<file path="config.mk">
export PLATFORM = sky130hd
export DESIGN_NAME = slctm_top
export DESIGN_NICKNAME = d
export VERILOG_FILES = /design/src/verilog/slctm_pkg.sv /design/src/verilog/slctm_res_dec.sv /design/src/verilog/slctm_top.sv
export SDC_FILE = /design/constraint.sdc
export NUM_CORES = 1
export LEC_CHECK = 0
export ABC_AREA = 1
export BUFFER_PORTS_ARGS = -buffer_cell sky130_fd_sc_hd__buf_2
export CAP_MARGIN = 10
export CELL_PAD_IN_SITES_DETAIL_PLACEMENT = 0
export CELL_PAD_IN_SITES_GLOBAL_PLACEMENT = 1
export CORE_MARGIN = 8
export CORE_UTILIZATION = 43
export CTS_CLUSTER_DIAMETER = 50
export DETAILED_ROUTE_END_ITERATION = 16
export GPL_TIMING_DRIVEN = 0
export PLACE_DENSITY_LB_ADDON = 0.1
export SLEW_MARGIN = 30
export SYNTH_ARGS = -nofsm -noshare
export SYNTH_HDL_FRONTEND = slang
export SYNTH_HIERARCHICAL = 1
export SYNTH_SLANG_ARGS = --single-unit
</file>
<file path="constraint.sdc">
create_clock -name i_clk -period 4.8 [get_ports i_clk]
set_clock_uncertainty 0.2 [all_clocks]
set_input_delay 0 -clock i_clk [delete_from_list [all_inputs] [get_ports i_clk]]
set_output_delay 0 -clock i_clk [all_outputs]
set_load 0.02 [all_outputs]
</file>
<file path="src/verilog/slctm_pkg.sv">
// constants, field layout and types of the synthesizer loop config and test mux block
//
// What this block does
// - Resistor A code 0..4 gives 200 ohm, 1k, 2k, 4k, 16k; 5-7 reserved; full mode, no fastlock.
// - Resistor B uses the same encoding as A, same full mode and fastlock conditions.
// - Capacitor A code 0..15 maps 0,1,5,6,...36 pF, applied in full mode.
// - Capacitor B code 0..15 maps 0,5,20,25,...165 pF, applied in full mode.
// - Mode 0 all on, 1 VCO off, 2 divider only, 3 test all on.
// - Power-down stops the device but keeps every programmed field.
// - Crystal mode bit turns the reference input pair into a crystal oscillator.
// - Pump current equals (code plus one) times 100 uA, 100 uA to 3.2 mA.
// - Test pin code 0 high impedance, 1 drives high, 2 drives low; 14-15 reserved.
// - Codes 3,4,5 digital lock push-pull, inverted, open drain; 6,7 analog lock.
// - Codes 8-13 route N, N/2, R, R/2, phase up, phase down to the pin.
// - While fastlock is engaged, fast pump code and fast resistor codes replace normal ones.
package slctm_pkg;

	// ----------------------------------------------------------------
	// register byte offsets
	// ----------------------------------------------------------------
	localparam logic [7:0] REG_LOOP = 8'h00;
	localparam logic [7:0] REG_CTRL = 8'h04;
	localparam logic [7:0] REG_FAST = 8'h08;
	localparam logic [7:0] REG_COMMIT = 8'h0c;
	localparam logic [7:0] REG_STATUS = 8'h10;

	// ----------------------------------------------------------------
	// field positions and widths
	// ----------------------------------------------------------------
	localparam int RES_W = 3;
	localparam int CAP_W = 4;
	localparam int PUMP_W = 5;
	localparam int SEL_W = 4;
	localparam int OHM_W = 15;
	localparam int UA_W = 12;
	localparam int LOOP_RES_A_LSB = 0;
	localparam int LOOP_RES_B_LSB = 4;
	localparam int LOOP_CAP_A_LSB = 8;
	localparam int LOOP_CAP_B_LSB = 12;
	localparam int CTRL_MODE_LSB = 0;
	localparam int CTRL_PD_BIT = 2;
	localparam int CTRL_XO_BIT = 3;
	localparam int CTRL_PUMP_LSB = 4;
	localparam int CTRL_SEL_LSB = 12;
	localparam int FAST_RES_A_LSB = 0;
	localparam int FAST_RES_B_LSB = 4;
	localparam int FAST_PUMP_LSB = 8;
	localparam int COMMIT_BIT = 0;
	localparam int ST_FAST_BIT = 0;
	localparam int ST_DLOCK_BIT = 1;
	localparam int ST_ALOCK_BIT = 2;
	localparam int ST_PEND_BIT = 3;
	localparam int ST_PIN_BIT = 4;
	localparam int ST_UA_LSB = 16;

	// ----------------------------------------------------------------
	// reset values and analog figures
	// ----------------------------------------------------------------
	localparam logic [15:0] LOOP_RST = 16'h0000;
	localparam logic [15:0] CTRL_RST = 16'h0000;
	localparam logic [15:0] FAST_RST = 16'h0000;
	localparam logic [OHM_W-1:0] OHM_LOW = 15'h00c8;
	localparam logic [OHM_W-1:0] OHM_1K = 15'h03e8;
	localparam logic [OHM_W-1:0] OHM_2K = 15'h07d0;
	localparam logic [OHM_W-1:0] OHM_4K = 15'h0fa0;
	localparam logic [OHM_W-1:0] OHM_16K = 15'h3e80;
	localparam logic [UA_W-1:0] PUMP_STEP_UA = 12'h064;

	// ----------------------------------------------------------------
	// enumerations
	// ----------------------------------------------------------------
	typedef enum logic [1:0] {
		SLCTM_MODE_FULL = 2'b00,
		SLCTM_MODE_EXT_VCO = 2'b01,
		SLCTM_MODE_DIV_ONLY = 2'b10,
		SLCTM_MODE_TEST = 2'b11
	} slctm_mode_t;

	typedef enum logic [3:0] {
		SLCTM_PIN_HIZ = 4'b0000,
		SLCTM_PIN_HIGH = 4'b0001,
		SLCTM_PIN_LOW = 4'b0010,
		SLCTM_PIN_DLOCK_PP = 4'b0011,
		SLCTM_PIN_DLOCK_INV = 4'b0100,
		SLCTM_PIN_DLOCK_OD = 4'b0101,
		SLCTM_PIN_ALOCK_OD = 4'b0110,
		SLCTM_PIN_ALOCK_PP = 4'b0111,
		SLCTM_PIN_NDIV = 4'b1000,
		SLCTM_PIN_NDIV_HALF = 4'b1001,
		SLCTM_PIN_RDIV = 4'b1010,
		SLCTM_PIN_RDIV_HALF = 4'b1011,
		SLCTM_PIN_PD_UP = 4'b1100,
		SLCTM_PIN_PD_DOWN = 4'b1101,
		SLCTM_PIN_RSV14 = 4'b1110,
		SLCTM_PIN_RSV15 = 4'b1111
	} slctm_pin_t;

endpackage : slctm_pkg

</file>
<file path="src/verilog/slctm_res_dec.sv">
// loop filter resistor selector: normal or fastlock code, decoded to ohms
`timescale 1ns/10ps
module slctm_res_dec
	import slctm_pkg::*;
(
	// selector codes
	input wire logic [RES_W-1:0] i_norm_sel,
	input wire logic [RES_W-1:0] i_fast_sel,
	// conditions
	input wire logic i_fastlock,
	input wire logic i_full_mode,
	// decoded result
	output logic [RES_W-1:0] o_sel,
	output logic [OHM_W-1:0] o_ohm,
	output logic o_reserved
);

	always_comb begin
		o_sel = i_fastlock ? i_fast_sel : i_norm_sel;
		o_reserved = 1'b0;
		unique case (o_sel)
			3'h0: o_ohm = OHM_LOW;
			3'h1: o_ohm = OHM_1K;
			3'h2: o_ohm = OHM_2K;
			3'h3: o_ohm = OHM_4K;
			3'h4: o_ohm = OHM_16K;
			default: begin
				o_ohm = '0;
				o_reserved = 1'b1;
			end
		endcase
		// outside full mode the internal resistor is not in circuit
		if (!i_full_mode) begin
			o_ohm = '0;
		end
	end

endmodule : slctm_res_dec

</file>
<file path="src/verilog/slctm_top.sv">
// Wishbone register bank, staged commit, config decode and lock/test pin mux
//
// The register offsets and register access over Wishbone are this design's own decisions.
`timescale 1ns/10ps
module slctm_top
	import slctm_pkg::*;
#(
	parameter int AW = 8
)(
	// clock and reset
	input wire logic i_clk,
	input wire logic i_rst_n,
	// wishbone classic slave
	input wire logic i_wb_cyc,
	input wire logic i_wb_stb,
	input wire logic i_wb_we,
	input wire logic [AW-1:0] i_wb_adr,
	input wire logic [3:0] i_wb_sel,
	input wire logic [31:0] i_wb_dat,
	output logic [31:0] o_wb_dat,
	output logic o_wb_ack,
	// device state inputs
	input wire logic i_fastlock,
	input wire logic i_dig_lock,
	input wire logic i_ana_lock,
	// diagnostic sources
	input wire logic i_ndiv_pulse,
	input wire logic i_ndiv_half,
	input wire logic i_rdiv_pulse,
	input wire logic i_rdiv_half,
	input wire logic i_pd_up,
	input wire logic i_pd_down,
	// loop filter settings
	output logic [RES_W-1:0] o_loop_res_a_sel,
	output logic [OHM_W-1:0] o_loop_res_a_ohm,
	output logic [RES_W-1:0] o_loop_res_b_sel,
	output logic [OHM_W-1:0] o_loop_res_b_ohm,
	output logic o_loop_res_reserved,
	output logic [CAP_W-1:0] o_loop_cap_a_sel,
	output logic [5:0] o_loop_cap_a_pf,
	output logic [CAP_W-1:0] o_loop_cap_b_sel,
	output logic [7:0] o_loop_cap_b_pf,
	// charge pump
	output logic [PUMP_W-1:0] o_pump_current_code,
	output logic [UA_W-1:0] o_pump_current_ua,
	// block enables and oscillator
	output logic o_div_en,
	output logic o_pll_en,
	output logic o_vco_en,
	output logic o_power_down,
	output logic o_crystal_osc_sel,
	// lock_test_pin value and drive enable
	output logic o_lock_test_pin,
	output logic o_lock_test_pin_oe
);

	// ----------------------------------------------------------------
	// parameter check
	// ----------------------------------------------------------------
	generate
		if (AW < 5) begin : g_aw_check
			$error("slctm_top: AW must be at least 5");
		end
	endgenerate

	// ----------------------------------------------------------------
	// state
	// ----------------------------------------------------------------
	typedef struct packed {
		logic ack;
		logic [31:0] rdat;
		logic [15:0] stg_loop;
		logic [15:0] stg_ctrl;
		logic [15:0] stg_fast;
		logic [15:0] act_loop;
		logic [15:0] act_ctrl;
		logic [15:0] act_fast;
		logic [RES_W-1:0] res_a_sel;
		logic [OHM_W-1:0] res_a_ohm;
		logic [RES_W-1:0] res_b_sel;
		logic [OHM_W-1:0] res_b_ohm;
		logic res_rsv;
		logic [CAP_W-1:0] cap_a_sel;
		logic [5:0] cap_a_pf;
		logic [CAP_W-1:0] cap_b_sel;
		logic [7:0] cap_b_pf;
		logic [PUMP_W-1:0] pump_code;
		logic [UA_W-1:0] pump_ua;
		logic div_en;
		logic pll_en;
		logic vco_en;
		logic pd;
		logic xo;
		logic pin;
		logic pin_oe;
	} slctm_state_t;

	slctm_state_t st;
	slctm_state_t next_st;

	// ----------------------------------------------------------------
	// active field views
	// ----------------------------------------------------------------
	logic [RES_W-1:0] res_a_norm;
	logic [RES_W-1:0] res_b_norm;
	logic [RES_W-1:0] res_a_fast;
	logic [RES_W-1:0] res_b_fast;
	logic [CAP_W-1:0] cap_a;
	logic [CAP_W-1:0] cap_b;
	logic [PUMP_W-1:0] pump_norm;
	logic [PUMP_W-1:0] pump_fast;
	slctm_mode_t mode;
	slctm_pin_t pin_sel;
	logic act_pd;
	logic act_xo;
	logic full_mode;
	logic [RES_W-1:0] res_a_sel;
	logic [OHM_W-1:0] res_a_ohm;
	logic res_a_rsv;
	logic [RES_W-1:0] res_b_sel;
	logic [OHM_W-1:0] res_b_ohm;
	logic res_b_rsv;

	assign res_a_norm = st.act_loop[LOOP_RES_A_LSB +: RES_W];
	assign res_b_norm = st.act_loop[LOOP_RES_B_LSB +: RES_W];
	assign cap_a = st.act_loop[LOOP_CAP_A_LSB +: CAP_W];
	assign cap_b = st.act_loop[LOOP_CAP_B_LSB +: CAP_W];
	assign res_a_fast = st.act_fast[FAST_RES_A_LSB +: RES_W];
	assign res_b_fast = st.act_fast[FAST_RES_B_LSB +: RES_W];
	assign pump_fast = st.act_fast[FAST_PUMP_LSB +: PUMP_W];
	assign pump_norm = st.act_ctrl[CTRL_PUMP_LSB +: PUMP_W];
	assign mode = slctm_mode_t'(st.act_ctrl[CTRL_MODE_LSB +: 2]);
	assign pin_sel = slctm_pin_t'(st.act_ctrl[CTRL_SEL_LSB +: SEL_W]);
	assign act_pd = st.act_ctrl[CTRL_PD_BIT];
	assign act_xo = st.act_ctrl[CTRL_XO_BIT];
	assign full_mode = (mode == SLCTM_MODE_FULL);

	// ----------------------------------------------------------------
	// resistor selectors
	// ----------------------------------------------------------------
	slctm_res_dec u_res_a (
		.i_norm_sel(res_a_norm),
		.i_fast_sel(res_a_fast),
		.i_fastlock(i_fastlock),
		.i_full_mode(full_mode),
		.o_sel(res_a_sel),
		.o_ohm(res_a_ohm),
		.o_reserved(res_a_rsv)
	);

	slctm_res_dec u_res_b (
		.i_norm_sel(res_b_norm),
		.i_fast_sel(res_b_fast),
		.i_fastlock(i_fastlock),
		.i_full_mode(full_mode),
		.o_sel(res_b_sel),
		.o_ohm(res_b_ohm),
		.o_reserved(res_b_rsv)
	);

	// ----------------------------------------------------------------
	// helpers
	// ----------------------------------------------------------------
	function automatic logic [15:0] lane_merge(
		input logic [15:0] old_val,
		input logic [31:0] wdat,
		input logic [3:0] sel
	);
		logic [15:0] res;
		res = old_val;
		if (sel[0]) begin
			res[7:0] = wdat[7:0];
		end
		if (sel[1]) begin
			res[15:8] = wdat[15:8];
		end
		return res;
	endfunction : lane_merge

	// ----------------------------------------------------------------
	// next state
	// ----------------------------------------------------------------
	logic req;
	logic [7:0] adr;
	logic pending;
	logic [PUMP_W-1:0] pump_eff;

	assign adr = 8'(i_wb_adr);
	assign req = i_wb_cyc && i_wb_stb && !st.ack;
	assign pending = (st.stg_loop != st.act_loop) ||
		(st.stg_ctrl != st.act_ctrl) || (st.stg_fast != st.act_fast);

	always_comb begin
		next_st = st;
		// one wait state, ack drops the cycle after it was given
		next_st.ack = req;
		next_st.rdat = '0;

		// register access, effective at the ack edge
		if (req && i_wb_we) begin
			unique case (adr)
				REG_LOOP: next_st.stg_loop = lane_merge(st.stg_loop, i_wb_dat, i_wb_sel);
				REG_CTRL: next_st.stg_ctrl = lane_merge(st.stg_ctrl, i_wb_dat, i_wb_sel);
				REG_FAST: next_st.stg_fast = lane_merge(st.stg_fast, i_wb_dat, i_wb_sel);
				REG_COMMIT: begin
					// all three words move at once, so no output sees half a setting
					if (i_wb_sel[0] && i_wb_dat[COMMIT_BIT]) begin
						next_st.act_loop = st.stg_loop;
						next_st.act_ctrl = st.stg_ctrl;
						next_st.act_fast = st.stg_fast;
					end
				end
				default: ;
			endcase
		end else if (req) begin
			unique case (adr)
				REG_LOOP: next_st.rdat = {16'h0000, st.stg_loop};
				REG_CTRL: next_st.rdat = {16'h0000, st.stg_ctrl};
				REG_FAST: next_st.rdat = {16'h0000, st.stg_fast};
				REG_STATUS: begin
					next_st.rdat[ST_FAST_BIT] = i_fastlock;
					next_st.rdat[ST_DLOCK_BIT] = i_dig_lock;
					next_st.rdat[ST_ALOCK_BIT] = i_ana_lock;
					next_st.rdat[ST_PEND_BIT] = pending;
					next_st.rdat[ST_PIN_BIT] = st.pin;
					next_st.rdat[ST_UA_LSB +: UA_W] = st.pump_ua;
				end
				default: ;
			endcase
		end

		// loop filter decode
		next_st.res_a_sel = res_a_sel;
		next_st.res_a_ohm = res_a_ohm;
		next_st.res_b_sel = res_b_sel;
		next_st.res_b_ohm = res_b_ohm;
		next_st.res_rsv = res_a_rsv || res_b_rsv;
		next_st.cap_a_sel = cap_a;
		next_st.cap_b_sel = cap_b;
		next_st.cap_a_pf = '0;
		next_st.cap_b_pf = '0;
		if (full_mode) begin
			// 1 pF on bit 0, 5 pF per step on bits 3:1
			next_st.cap_a_pf = 6'(cap_a[0]) + 6'(cap_a[3:1]) * 6'h05;
			// 5 pF bit 0, 20 pF per step on bits 2:1, 100 pF bit 3
			next_st.cap_b_pf = (cap_b[0] ? 8'h05 : 8'h00) + 8'(cap_b[2:1]) * 8'h14 +
				(cap_b[3] ? 8'h64 : 8'h00);
		end

		// charge pump
		pump_eff = i_fastlock ? pump_fast : pump_norm;
		next_st.pump_code = pump_eff;
		next_st.pump_ua = UA_W'(({7'h00, pump_eff} + 12'h001) * PUMP_STEP_UA);

		// block enables; power-down gates them but leaves the registers alone
		next_st.pd = act_pd;
		next_st.xo = act_xo;
		unique case (mode)
			SLCTM_MODE_FULL: begin
				next_st.div_en = 1'b1;
				next_st.pll_en = 1'b1;
				next_st.vco_en = 1'b1;
			end
			SLCTM_MODE_EXT_VCO: begin
				next_st.div_en = 1'b1;
				next_st.pll_en = 1'b1;
				next_st.vco_en = 1'b0;
			end
			SLCTM_MODE_DIV_ONLY: begin
				next_st.div_en = 1'b1;
				next_st.pll_en = 1'b0;
				next_st.vco_en = 1'b0;
			end
			SLCTM_MODE_TEST: begin
				next_st.div_en = 1'b1;
				next_st.pll_en = 1'b1;
				next_st.vco_en = 1'b1;
			end
		endcase
		if (act_pd) begin
			next_st.div_en = 1'b0;
			next_st.pll_en = 1'b0;
			next_st.vco_en = 1'b0;
		end

		// lock/test pin; open drain only ever pulls low
		next_st.pin = 1'b0;
		next_st.pin_oe = 1'b1;
		unique case (pin_sel)
			SLCTM_PIN_HIZ: next_st.pin_oe = 1'b0;
			SLCTM_PIN_HIGH: next_st.pin = 1'b1;
			SLCTM_PIN_LOW: next_st.pin = 1'b0;
			SLCTM_PIN_DLOCK_PP: next_st.pin = i_dig_lock;
			SLCTM_PIN_DLOCK_INV: next_st.pin = !i_dig_lock;
			SLCTM_PIN_DLOCK_OD: next_st.pin_oe = !i_dig_lock;
			SLCTM_PIN_ALOCK_OD: next_st.pin_oe = !i_ana_lock;
			SLCTM_PIN_ALOCK_PP: next_st.pin = i_ana_lock;
			SLCTM_PIN_NDIV: next_st.pin = i_ndiv_pulse;
			SLCTM_PIN_NDIV_HALF: next_st.pin = i_ndiv_half;
			SLCTM_PIN_RDIV: next_st.pin = i_rdiv_pulse;
			SLCTM_PIN_RDIV_HALF: next_st.pin = i_rdiv_half;
			SLCTM_PIN_PD_UP: next_st.pin = i_pd_up;
			SLCTM_PIN_PD_DOWN: next_st.pin = i_pd_down;
			SLCTM_PIN_RSV14: next_st.pin_oe = 1'b0;
			SLCTM_PIN_RSV15: next_st.pin_oe = 1'b0;
		endcase
		// a powered-down device leaves the pin floating
		if (act_pd) begin
			next_st.pin = 1'b0;
			next_st.pin_oe = 1'b0;
		end
	end

	// ----------------------------------------------------------------
	// state register
	// ----------------------------------------------------------------
	always_ff @(posedge i_clk or negedge i_rst_n) begin
		if (!i_rst_n) begin
			st <= '0;
			st.stg_loop <= LOOP_RST;
			st.stg_ctrl <= CTRL_RST;
			st.stg_fast <= FAST_RST;
			st.act_loop <= LOOP_RST;
			st.act_ctrl <= CTRL_RST;
			st.act_fast <= FAST_RST;
		end else begin
			st <= next_st;
		end
	end

	// ----------------------------------------------------------------
	// outputs
	// ----------------------------------------------------------------
	assign o_wb_ack = st.ack;
	assign o_wb_dat = st.rdat;
	assign o_loop_res_a_sel = st.res_a_sel;
	assign o_loop_res_a_ohm = st.res_a_ohm;
	assign o_loop_res_b_sel = st.res_b_sel;
	assign o_loop_res_b_ohm = st.res_b_ohm;
	assign o_loop_res_reserved = st.res_rsv;
	assign o_loop_cap_a_sel = st.cap_a_sel;
	assign o_loop_cap_a_pf = st.cap_a_pf;
	assign o_loop_cap_b_sel = st.cap_b_sel;
	assign o_loop_cap_b_pf = st.cap_b_pf;
	assign o_pump_current_code = st.pump_code;
	assign o_pump_current_ua = st.pump_ua;
	assign o_div_en = st.div_en;
	assign o_pll_en = st.pll_en;
	assign o_vco_en = st.vco_en;
	assign o_power_down = st.pd;
	assign o_crystal_osc_sel = st.xo;
	assign o_lock_test_pin = st.pin;
	assign o_lock_test_pin_oe = st.pin_oe;

endmodule : slctm_top
</file>
* Word-level counts from Yosys, hierarchy flattened
Index checks and enable logic that the tools add are counted.
** Word-level totals
- Register bits after elaboration :: 210
- Logic and storage cells :: 117
- Bits of input ports :: 58
** Operators by class
- Eq/ne operators :: 32
- Reduce and logical (&&, ||, !) cells :: 26
- Multiply operators :: 3
- Add/sub/neg operators :: 4
- Multiplexer cells :: 23
** Operators by type and width (count)
- case mux 14 bit (5 select lines) :: 2
- two-way mux 28 bit :: 2
- inequality test 16 bit :: 3
- case mux 11 bit (3 select lines) :: 1
- == test 4 bit, second input constant :: 8
- two-way mux 14 bit :: 2
- AND reduction 3 bit :: 7
- case mux 5 bit (4 select lines) :: 1
- == test 4 x 3 -> 1 bit, second input constant :: 4
- == test 8 x 4 -> 1 bit, second input constant :: 2
- == test 3 x 2 -> 1 bit, second input constant :: 4
- two-way mux 12 bit :: 1
- two-way mux 3 bit :: 4
- multiplier 6 x 5 -> 10 bit, second input constant :: 1
- case mux 1 bit (10 select lines) :: 1
- OR reduction 5 bit :: 2
- case mux 3 bit (3 select lines) :: 1
- adder 3 x 7 -> 8 bit :: 1
- adder 8 x 7 -> 8 bit :: 1
- == test 8 x 3 -> 1 bit, second input constant :: 1
- == test 8 x 5 -> 1 bit, second input constant :: 1
- zero test 8 bit :: 1
- two-way mux 8 bit :: 1
- two-way mux 7 bit :: 1
- 23 further kinds :: 35

* Longest topological paths before layout
Gate-level depths: netlist (run 1).
- Word-level depth :: 6
- Gate-level depth with buffers :: 16
- Gate-level depth less buffers :: 16

* Cells and area by module
The synthesis (run 1) kept the hierarchy.
** Modules (own cells, without submodules)
- slctm_top :: seq. area each 5079.9 sq um, times used 1, area an instance 9559.2 sq um, cells an instance 991
- slctm_res_dec :: seq. area each 0.0 sq um, times used 2, area an instance 315.3 sq um, cells an instance 51

* Worst setup path after synthesis (run 1)
Ideal clock, no wire load.
- Path kind :: register -> register
- Start point :: reg st, in the netlist pump_norm[0]
- End point :: reg st, in the netlist o_pump_current_ua[11]
- Arrival :: 3.080 ns
- Buffers on the path :: 0
- Slack :: 1.441 ns
- Stages on the path, launching flop included :: 15
- Setup time :: 0.079 ns
- Clock period less this slack :: 3.359 ns
- Path through :: dfrtp_1 o21ai_0 inv_1 ha_1 xor2_1 inv_1 ha_1 ha_1 ha_1 ha_1 a21oi_1 nand2_1 a21o_1 a21oi_1 xor2_1
** RTL lines
- from (decl) :: line slctm_top.sv:98 : slctm_state_t st;
- from (signal assigned) :: line slctm_top.sv:327 : st <= next_st;

==> metrics.md, run 1 <==
| Metric | Value |
|---|---|
| Status | completed |
| Crit path largest cell delay | 0.62 ns |
| PD cells | 311 mW/mm^2 |
| Layout cells sized above 1 | 30.7% |
| Wire length per cell | 14.3 um |
| Reg2Reg Capture Point | o_pump_current_ua[11] |
| Setup Viol. Count Final | 0 |
| Setup crit end kind | flip-flop |
| Top FF cell, synth | dfrtp_1 |
| Yosys reg bits | 203 |
| H-tree depth | 1 |
| Most frequent cells in the layout | dfrtp_1, nand2_1, inv_1 |
| Die Area | 0.0289 sq mm |
| Vias in the first global route | 7308 |
| Antenna diode count | 0 |
| Clk pin slew, worst setup/hold paths | 0.06 ns |
| Logic pwr share | 6.7% |
| Register area share after synthesis | 49.9% |
| Initial antenna violation count | 0 |
| Unrepaired setup endpoints after global routing | false |
| Die W | 170 um |
| P_int | 3.09 mW |
| Final cell count without fillers | 1674 |
| Ys async rst share | 100% |
| Crit path kind | reg -> reg |
| MaxCap Viol Count | 0 |
| Global placement routability congestion | 0.799 |
| Area delta synth->final | 26.5% |
| Tot GR Track Use | 16.8% |
| Post-DP HPWL | 17.8 mm |
| Drc violations | 0 |
| CTS tree | built |
| Crit-path slowest cell | o21ai_0 |
| Synth unique cells | 43 |
| Die Span Y | 170 um |
| Post-route clock period utilization | 83.2% |
| Post-route antenna net violation count | 0 |
| Fill cells | 2195 |
| Congestion Overflow GR | 0 |
| Placed cell count | 1575 |
| Worst Max-Slew Pin Slew | 0.746 ns |
| Switching pwr | 0.920 mW |
| Global-route wire length before repair | 38.9 mm |
| TNS Setup | 0 ns |
| Core Util, Final | 55.1% |
| FF+latch area | 0.00508 sq mm |
| Crit path from | pump_norm[0] |
| Number of synthesized flops with an enable pin | 0 |
| # rows | 56 |
| R2r worst-path depth | 13 |
| Largest net degree at the start of global routing | 60 |
| Worst endpoint data arrival time | 4.24 ns |
| Syn avg cell area | 9.32 sq um |
| DRT Wirelength | 23.9 mm |
| TritonCTS buffer count | 27 |
| Slew HR | 49.7% |
| Initial Util | 43.5% |
| Commonest non-fill, non-tap cell in the layout | dfrtp_1 |
| Port bufs | 146 |
| Final #Nets | 1427 |
| IO Pins | 174 |
| Hold EP | o_wb_dat[3] |
| Hold WC Path Type | in -> reg |
| Final min period | 3.99 ns |
| CORE AREA | 0.0234 sq mm |
| R2R setup slack | 0.81 ns |
| CP Cell Sequence | o21ai_0 > inv_1 > ha_1 > nand3_1 > xor2_1 > inv_1 > ha_1 > ha_1 > ha_1 > ha_1 > a21o_1 > a21oi_1 > xor2_1 |
| Peak VDD IR | 189 uV |
| FF-to-FF Start | pump_norm[0] |
| Yosys warns | 6 |
| Maximum clock frequency | 250 MHz |
| Synthesized area | 0.0102 sq mm |
| Leakage | 7.05 nW |
| CTS Buffer Depth | 3 |
| Crit-path max FO | 4 |
| Hold wc startpoint | i_wb_adr[7] |
| Post-DR vias/cell | 4.41 |
| Fin Hold WS | 0.0385 ns |
| Initial detailed-routing violation count | 381 |
| Cell count after synthesis | 1093 |
| Area of the multi-input gates | 0.00351 sq mm |
| Overall power | 4.01 mW |
| Most frequent CP cell | ha_1 |
| Root buffer cell | clkbuf_16 |
| Clock share of power | 49.8% |
| Crit path launch type | flip-flop |
| Seq pwr share | 43.5% |
| Clk_lat worst skew | 0.52 ns |
| First-pass DRT Iterations | 5 |
| Crit path required time | 5.05 ns |
| Hold path depth | 8 |
| Fin. Hold Viols | 0 |
| Post-CTS setup buffer count | 0 |
| Vias | 7378 |
| Max-slew violations | 0 |
| Switching Fraction | 23.0% |
| Sink Count | 203 |
==> worst max path at each step <==
stage	endpoint	slack, ns	cells past startpoint
4_1_cts	o_pump_current_ua[11]	0.83	14
6_report	o_pump_current_ua[11]	0.81	13
2_1_floorplan	o_pump_current_ua[11]	1.44	14
5_1_grt	o_pump_current_ua[11]	0.57	14
3_3_place_gp	o_loop_res_a_ohm[4]	-0.11	1
3_5_place_dp	o_pump_current_ua[11]	0.85	14
==> final cells by class <==
cell class / instances / share of cell area, %
inverters: 159 / 4.73
repair buffers: 199 / 10.4
well taps: 319 / 3.10
clock buffers: 38 / 6.03
plain buffers: 142 / 8.09
flip-flops and latches: 203 / 39.4
multi-input cells: 603 / 27.2
clock inverters: 11 / 1.03
==> metrics by stage <==
| stage | cell area [sq um] | setup slack (ns) |
|---|---|---|
| floorplan | 10200 | 1.44 |
| global placement | 11400 | -0.114 |
| detailed placement | 11500 | 0.851 |
| CTS | 12900 | 0.833 |
| global route | 12900 | 0.568 |
| finish | 12900 | 0.806 |
==> power by group through the flow <==
stage          clock (mW)  combinational [mW]  sequential, mW
6_report             2.00               0.268            1.74
4_1_cts              2.05               0.274            1.74
3_5_place_dp            0               0.247            1.77
5_1_grt              2.12               0.301            1.74
2_1_floorplan           0               0.142            1.77
3_3_place_gp            0               0.236            1.77
==> kinds of logic after synthesis <==
group,share of synthesized area (%)
buffers and inverters,16.2
flip-flops,49.9
multiplexers,0.700
adder cells (fa/ha/maj),4.32
AO/OA/AOI/OAI,9.58
AND/OR/NAND/NOR,15.4
XOR/XNOR,3.78
other,0.111
==> sequential cells by signal, summed over array words and instances, names as in the netlist, 2 cells and up <==
signal / count
o_loop_cap_a_sel: 4
o_pump_current_ua: 10
res_b_fast: 3
o_loop_cap_b_sel: 4
o_loop_res_b_ohm: 15
cap_b: 4
pump_norm: 5
o_loop_cap_a_pf: 6
o_wb_dat: 26
o_pump_current_code: 5
o_loop_res_a_sel: 3
res_a_norm: 3
mode: 2
cap_a: 4
pump_fast: 5
o_loop_res_a_ohm: 15
res_a_fast: 3
o_loop_cap_b_pf: 7
pin_sel: 4
st: 58
res_b_norm: 3
o_loop_res_b_sel: 3
==> synth_stat cells (all sizes together), types with 5 or more instances <==
library cell,n,area share [%]
nand2,239,10
dfrtp,203,50
inv,157,5.9
buf,127,9.7
o21ai,118,6.9
nor2,74,3.1
xnor2,36,3.1
ha,32,3.9
a21oi,19,0.93
nand3,16,1.1
o22ai,16,0.98
clkbuf,15,0.55
xor2,8,0.69
mux2,5,0.70
nor3,5,0.45
==> what timing repair did <==
action	4_1_cts	5_1_grt
resized for setup	0	0
hold buffers	50	0
endpoints found under the hold margin	257	0
==> critical path, delay by kind of cell, from the launching register on <==
| family | cells | cell delay, ns |
|---|---|---|
| fa+ha+maj | 5 | 1.50 |
| compound gates | 3 | 0.96 |
| xor+xnor | 2 | 0.45 |
| flops | 1 | 0.42 |
| buf+inv | 2 | 0.29 |
| simple gates | 1 | 0.10 |
==> metal layers <==
metal,vias up,GRT usage [%],wire [um]
li1,3766,-,-
met1,3415,22.7,11100
met2,172,27.4,10900
met3,25,3.36,1560
met4,0,3.59,315
met5,-,0,0
Note: power is estimated with default switching activity, not from simulation.
==> inputs of run 2 (changes only) <==
Settings changed: ABC_AREA 1 to 0, CORE_UTILIZATION 43 to 45.
Clock period 4.8 ns to 4.05 ns, I/O delays scaled along.
==> run 2 against run 1 <==
  * Critical path depth rose by 1
  * Die area fell by 8.7%
  * First-iteration DRC count fell by 53%
  * Synthesized area fell by 5.4%
  * Register-to-register slack got worse by 0.41 ns
==> metrics.md, run 2 <==
| Metric | Value |
|---|---|
| Status | completed |
| Post-CTS setup buffer count | 0 (unchanged) |
| Post-DR vias/cell | 4.83 (+9.6%) |
| Initial antenna violation count | 0 (unchanged) |
| TNS Setup | 0 ns (unchanged) |
| Ys async rst share | 100% (unchanged) |
| Root buffer cell | clkbuf_16 |
| Most frequent cells after synthesis | dfrtp_1, buf_4, mux2_2 |
| Global-route wire length before repair | 36.1 mm (-7.2%) |
| Sink Count | 203 (unchanged) |
| Post-route clock period utilization | 93.1% |
| Final #Nets | 1100 (-23%) |
| Initial detailed-routing violation count | 178 (-53%) |
| Top reg by flops | st |
| Die W | 162 um (-4.5%) |
| Clk pin slew, worst setup/hold paths | 0.06 ns (about the same) |
| Initial Util | 45.9% (+2.3 points) |
| Hold wc startpoint | i_wb_adr[3] |
| # rows | 53 (-5.4%) |
| CORE AREA | 0.0210 sq mm (-10%) |
| Port bufs | 143 (-2.1%) |
| R2R setup slack | 0.40 ns (-0.41 ns) |
| Vias in the first global route | 6683 (-8.6%) |
| Fin. Hold Viols | 0 (unchanged) |
| Area delta synth->final | 26.1% |
| Synth unique cells | 53 (+23%) |
| Area leader, netlist | dfrtp_1 |
| Commonest non-fill, non-tap cell in the layout | dfrtp_1 |
| Clk_lat worst skew | 0.51 ns (about the same) |
| Post-route antenna net violation count | 0 (unchanged) |
| Die Span Y | 162 um (-4.5%) |
| Drc violations | 0 (unchanged) |
| FF+latch area | 0.00508 sq mm (unchanged) |
| Hold EP | o_wb_dat[0] |
| Fin Hold WS | 0.0181 ns (-0.0204 ns) |
| Crit path kind | in -> reg |
| Worst slack, placed | 0.206 ns (-0.645 ns) |
| DP Area | 0.0108 sq mm (-5.7%) |
| Vias | 6282 (-15%) |
| Layout cells sized above 1 | 40.1% (+9.4 points) |
| Unrepaired setup endpoints after global routing | false |
| Peak VDD IR | 240 uV (+27%) |
| CTS Buffer Depth | 3 (unchanged) |
| Yosys warns | 6 (unchanged) |
| Top FF cell, synth | dfrtp_1 |
| Number of flip-flops in the largest register | 58 (unchanged) |
| Final min period | 3.77 ns |
| Final cell count without fillers | 1301 (-22%) |
| Hold path depth | 4 (-4) |
| Tot GR Track Use | 17.1% (+0.32 points) |
| Post-synth top area share | 52.7% (+2.8 points) |
| Post-DP HPWL | 16.0 mm (-10%) |
| CTS tree | built |
| Placed cell count | 1216 (-23%) |
| Maximum clock frequency | 265 MHz |
| Area of the multi-input gates | 0.00349 sq mm (-0.61%) |
| Reg2Reg Capture Point | o_pump_current_ua[11] |
| Slew HR | 35.2% (-15 points) |
| Synthesized area | 0.00964 sq mm (-5.4%) |
| Final worst slack | 0.278 ns (-0.528 ns) |
| H-tree depth | 1 (unchanged) |
| DRT Wirelength | 22.5 mm (-5.7%) |
| Fill cells | 1811 (-17%) |
| MaxCap Viol Count | 0 (unchanged) |
| Syn avg cell area | 12.3 sq um (+32%) |
| Worst endpoint data arrival time | 3.95 ns (-0.29 ns) |
| Crit path launch type | primary input |
| Worst Max-Slew Pin Slew | 0.972 ns (+0.226 ns) |
| Hold WC Path Type | in -> reg |
| Yosys reg bits | 203 (unchanged) |
| Max-slew violations | 0 (unchanged) |
| First-pass DRT Iterations | 4 (-1) |
| Congestion Overflow GR | 0 (unchanged) |
| FF-to-FF Start | pump_fast[0] |
| Setup crit end kind | flip-flop |
| Cell with the most instances after synthesis | dfrtp_1 |
| Wire length per cell | 17.3 um (+21%) |
| Number of synthesized flops with an enable pin | 0 (unchanged) |
| Crit path required time | 4.23 ns (-0.82 ns) |
| TritonCTS buffer count | 24 (-11%) |
| Crit-path max FO | 6 (+2) |
| Setup Viol. Count Final | 0 (unchanged) |
| PD cells | 382 mW/mm^2 (+23%) |
| Leakage | 6.91 nW (-2.0%) |
| Die Area | 0.0264 sq mm (-8.7%) |
| Cell count after synthesis | 782 (-28%) |
| R2r worst-path depth | 12 (-1) |
| IO Pins | 174 (unchanged) |
| Largest cells by area after synthesis | dfrtp_1, mux2_2, buf_4 |
| Register area share after synthesis | 52.7% (+2.8 points) |
| Most frequent cells in the layout | dfrtp_1, buf_2, buf_4 |
| Final instance area | 0.0122 sq mm (-5.7%) |
| Antenna diode count | 0 (unchanged) |
| Largest net degree at the start of global routing | 91 (+52%) |
| Global placement routability congestion | 0.830 (+3.9%) |
run 2: cell count changes in the layout (fill, tap and decap cells not counted), sizes merged, moves of 33 or more:
| cell | before | now |
|---|---|---|
| nand2 | 239 | 19 |
| inv | 160 | 25 |
| o21ai | 118 | 3 |
| mux2 | 5 | 106 |
| xor2 | 8 | 51 |
| nor2 | 74 | 41 |
run 2: layout make-up:
cell class                 instances  share of cell area, %
tap                              275                   2.83
buffer                           144                   8.51
clock inverter                    10                   1.51
inverter                          24                  0.741
sequential                       203                   41.8
timing repair buffer             186                   9.94
multi-input combinational        425                   28.7
clock buffer                      34                   6.00
run 2: repair_timing:
item / 4_1_cts / 5_1_grt
endpoints found under the setup margin: 0 / 1
hold buffers: 41 / 0
resized for setup: 0 / 2
endpoints found under the hold margin: 304 / 0
run 2: logic make-up (layout without fill, tap and decap cells):
logic type,after synthesis,count (layout),synth area share [%]
other,3,17,0.117
DFF,203,203,52.7
xor gates and xnor gates,62,62,5.63
muxes,126,126,14.8
and+or+nand+nor,133,133,7.19
adders and majority gates,34,34,4.57
buffers and inverters,168,398,11.7
AOI/OAI and AO/OA,53,53,3.31
run 2: critical path: stages:
cell	delay (ns)
dlygate4sd3_1	0.62
clkbuf_2	0.31
mux2i_1	0.44
inv_1	0.16
ha_1	0.25
xor2_1	0.25
ha_1	0.29
ha_1	0.30
ha_1	0.32
ha_1	0.29
a21o_1	0.18
a21oi_1	0.21
o21ai_0	0.17
xnor2_1	0.15
run 2: where the power goes:
group | switching (mW) | leakage [nW] | internal (mW)
combinational | 0.104 | 3.71 | 0.0778
sequential | 0.00602 | 2.75 | 2.04
clock | 0.853 | 0.444 | 1.57
run 2: worst max-delay path by stage:
stage	slack, ns	cells after the start	end	from
global route	0.08	14	o_pump_current_ua[11]	i_fastlock
finish	0.28	14	o_pump_current_ua[11]	i_fastlock
floorplan	0.80	12	o_pump_current_ua[11]	pump_fast[0]
detailed placement	0.21	13	o_pump_current_ua[11]	i_fastlock
global placement	-0.51	1	o_loop_res_a_sel[2]	i_rst_n
CTS	0.07	14	o_pump_current_ua[11]	i_fastlock
run 2: stage by stage:
stage                     util (%)  power (mW)
after CTS                     57.8        4.70
after global placement        51.1        2.23
final                         57.8        4.65
after global routing          57.8        4.80
after floorplan                  -        2.14
after detailed placement      51.5        2.24
run 2: metal layers:
metal | vias up | routed length, um | GRT usage, %
met1 | 3107 | 10000 | 22.3
met4 | 0 | 448 | 4.92
met3 | 32 | 1370 | 3.72
li1 | 2978 | - | -
met5 | - | 0 | 0
met2 | 165 | 10700 | 28.1
==> inputs of run 3 (changes only) <==
Settings changed: ABC_AREA 0 to 1, CORE_UTILIZATION 45 to 43.
==> run 3 against run 2 <==
  * Worst setup slack better by 0.014 ns
  * Flip-flop and latch count stayed put
  * Core utilization is 2.8 points lower
  * Fmax is 0.37% higher
  * Clock-buffer cell count is 4 higher
  * Combinational power is 74% higher
  * Critical path type is now reg -> reg
  * Largest cell class unchanged
  * Largest power group unchanged
  * Highest routed layer unchanged
==> metrics.md, run 3 (same netlist as run 1, synthesis figures left out) <==
| Metric | Value |
|---|---|
| Worst endpoint data arrival time | 4.01 ns (+0.06 ns) |
| Most frequent cells in the layout | dfrtp_1, nand2_1, inv_1 |
| MaxCap Viol Count | 0 (unchanged) |
| Post-DP HPWL | 17.8 mm (+11%) |
| Final #Nets | 1427 (+30%) |
| Vias in the first global route | 7308 (+9.4%) |
| Area of the multi-input gates | 0.00351 sq mm (+0.61%) |
| Top reg by flops | st |
| Initial detailed-routing violation count | 381 (+110%) |
| Worst Max-Slew Pin Slew | 0.699 ns (-0.273 ns) |
| Initial Util | 43.5% (-2.3 points) |
| Clk_lat worst skew | 0.52 ns (about the same) |
| Setup crit end kind | flip-flop |
| Antenna diode count | 0 (unchanged) |
| Final cell count without fillers | 1674 (+29%) |
| Congestion Overflow GR | 0 (unchanged) |
| Sink Count | 203 (unchanged) |
| Post-DR vias/cell | 4.41 (-8.6%) |
| Status | completed |
| Final min period | 3.76 ns (-0.0139 ns) |
| Post-route antenna net violation count | 0 (unchanged) |
| # rows | 56 (+5.7%) |
| Commonest non-fill, non-tap cell in the layout | dfrtp_1 |
| Crit path required time | 4.30 ns (+0.07 ns) |
| Fill cells | 2195 (+21%) |
| CTS tree | built |
| Vias | 7384 (+18%) |
| Die Area | 0.0289 sq mm (+9.6%) |
| Core Util, Final | 55.1% (-2.8 points) |
| Placed cell count | 1575 (+30%) |
| First-pass DRT Iterations | 4 (unchanged) |
| Hold WC Path Type | in -> reg |
| Port bufs | 146 (+2.1%) |
| Crit path kind | reg -> reg |
| Layout cells sized above 1 | 30.7% (-9.4 points) |
| Post-route clock period utilization | 92.8% (-0.34 points) |
| Slew HR | 53.4% (+18 points) |
| Post-CTS setup buffer count | 0 (unchanged) |
| Wire length per cell | 14.3 um (-18%) |
| Peak VDD IR | 224 uV (-6.8%) |
| Largest net degree at the start of global routing | 60 (-34%) |
| Die Span Y | 170 um (+4.7%) |
| Initial antenna violation count | 0 (unchanged) |
| Tot GR Track Use | 16.8% (-0.32 points) |
| Global placement routability congestion | 0.799 (-3.7%) |
| Unrepaired setup endpoints after global routing | false |
| IO Pins | 174 (unchanged) |
| DRT Wirelength | 23.9 mm (+6.1%) |
| FF+latch area | 0.00508 sq mm (unchanged) |
| Root buffer cell | clkbuf_16 |
| Leakage | 7.05 nW (+2.1%) |
| CTS Buffer Depth | 3 (unchanged) |
| Drc violations | 0 (unchanged) |
| Maximum clock frequency | 266 MHz (+0.37%) |
| TritonCTS buffer count | 27 (+13%) |
| CORE AREA | 0.0234 sq mm (+11%) |
| Clk pin slew, worst setup/hold paths | 0.06 ns (about the same) |
| PD cells | 368 mW/mm^2 (-3.6%) |
| Crit-path max FO | 4 (-2) |
| Setup Viol. Count Final | 0 (unchanged) |
| Number of flip-flops in the largest register | 58 (unchanged) |
| Max-slew violations | 0 (unchanged) |
| Fin. Hold Viols | 0 (unchanged) |
| Area delta synth->final | 26.5% |
| H-tree depth | 1 (unchanged) |
| Die W | 170 um (+4.7%) |
| Crit path launch type | flip-flop |
| Global-route wire length before repair | 38.9 mm (+7.8%) |
==> run 3: cell types whose count changed in the layout (fill, tap and decap cells not counted), sizes merged, moves of 9 or more <==
cell	change
inv	+135
xnor2	+25
o22ai	+14
nor4	-12
o21ai	+115
and3	-18
and2	-13
xor2	-43
a21oi	-11
mux2	-101
nor2	+33
dlygate4sd3	+9
mux2i	-19
nand2	+220
==> run 3: final cells by class <==
cell class / count / share of cell area [%]
sequential: 203 / 39.4
multi-input combinational: 603 / 27.2
timing repair buffer: 199 / 10.4
buffer: 142 / 8.09
clock buffer: 38 / 6.03
inverter: 159 / 4.73
tap: 319 / 3.10
clock inverter: 11 / 1.03
==> run 3: per-stage QoR <==
step	TNS, ns	setup WS, ns	total power [mW]	area [sq um]	hold WS [ns]
detailed placement	0	0.101	2.40	11500	-0.270
finish	0	0.291	4.75	12900	0.0385
CTS	0	0.0831	4.82	12900	0.00496
floorplan	0	0.691	2.27	10200	-0.496
global route	0	0.0485	4.94	12900	0.105
global placement	-170.79	-0.864	2.38	11400	0.0844
==> run 3: timing repair <==
item | in CTS | in global routing
resized for setup | 0 | 1
hold endpoints to repair | 257 | 0
setup endpoints to repair | 0 | 2
hold buffers | 50 | 0
==> run 3: report_power, final <==
group,internal [mW],switching (mW)
clock,1.47,0.896
combinational,0.136,0.182
sequential,2.05,0.0122
total,3.66,1.09
==> run 3: metal layers <==
metal	part of all wire (%)	GRT usage, %	vias up
met4	1.3	3.59	0
met2	46	27.4	172
met3	6.5	3.36	25
met5	0	0	-
met1	47	22.7	3421
li1	-	-	3766
==> run 3: final timing paths <==
kind | cells past startpoint | slack, ns | to | startpoint
max reg2reg | 13 | 0.29 | o_pump_current_ua[11] | pump_norm[0]
min reg2reg | 0 | 0.23 | o_crystal_osc_sel | act_xo
max in group asynchronous | 6 | 2.40 | o_loop_res_a_ohm[4] | i_rst_n
max | 13 | 0.29 | o_pump_current_ua[11] | pump_norm[0]
min | 8 | 0.04 | o_wb_dat[3] | i_wb_adr[7]
min in group asynchronous | 4 | 0.36 | st[173] | i_rst_n
==> run 3: critical path, cell delays in order (launching register included) <==
cell and delay (ns):
dfrtp_1 0.43, o21ai_1 0.42, inv_1 0.15, ha_1 0.26, nand3_1 0.10, xor2_1 0.30
inv_1 0.12, ha_1 0.29, ha_1 0.29, ha_1 0.29, ha_1 0.36, a21o_1 0.20
a21oi_1 0.14, xor2_1 0.15
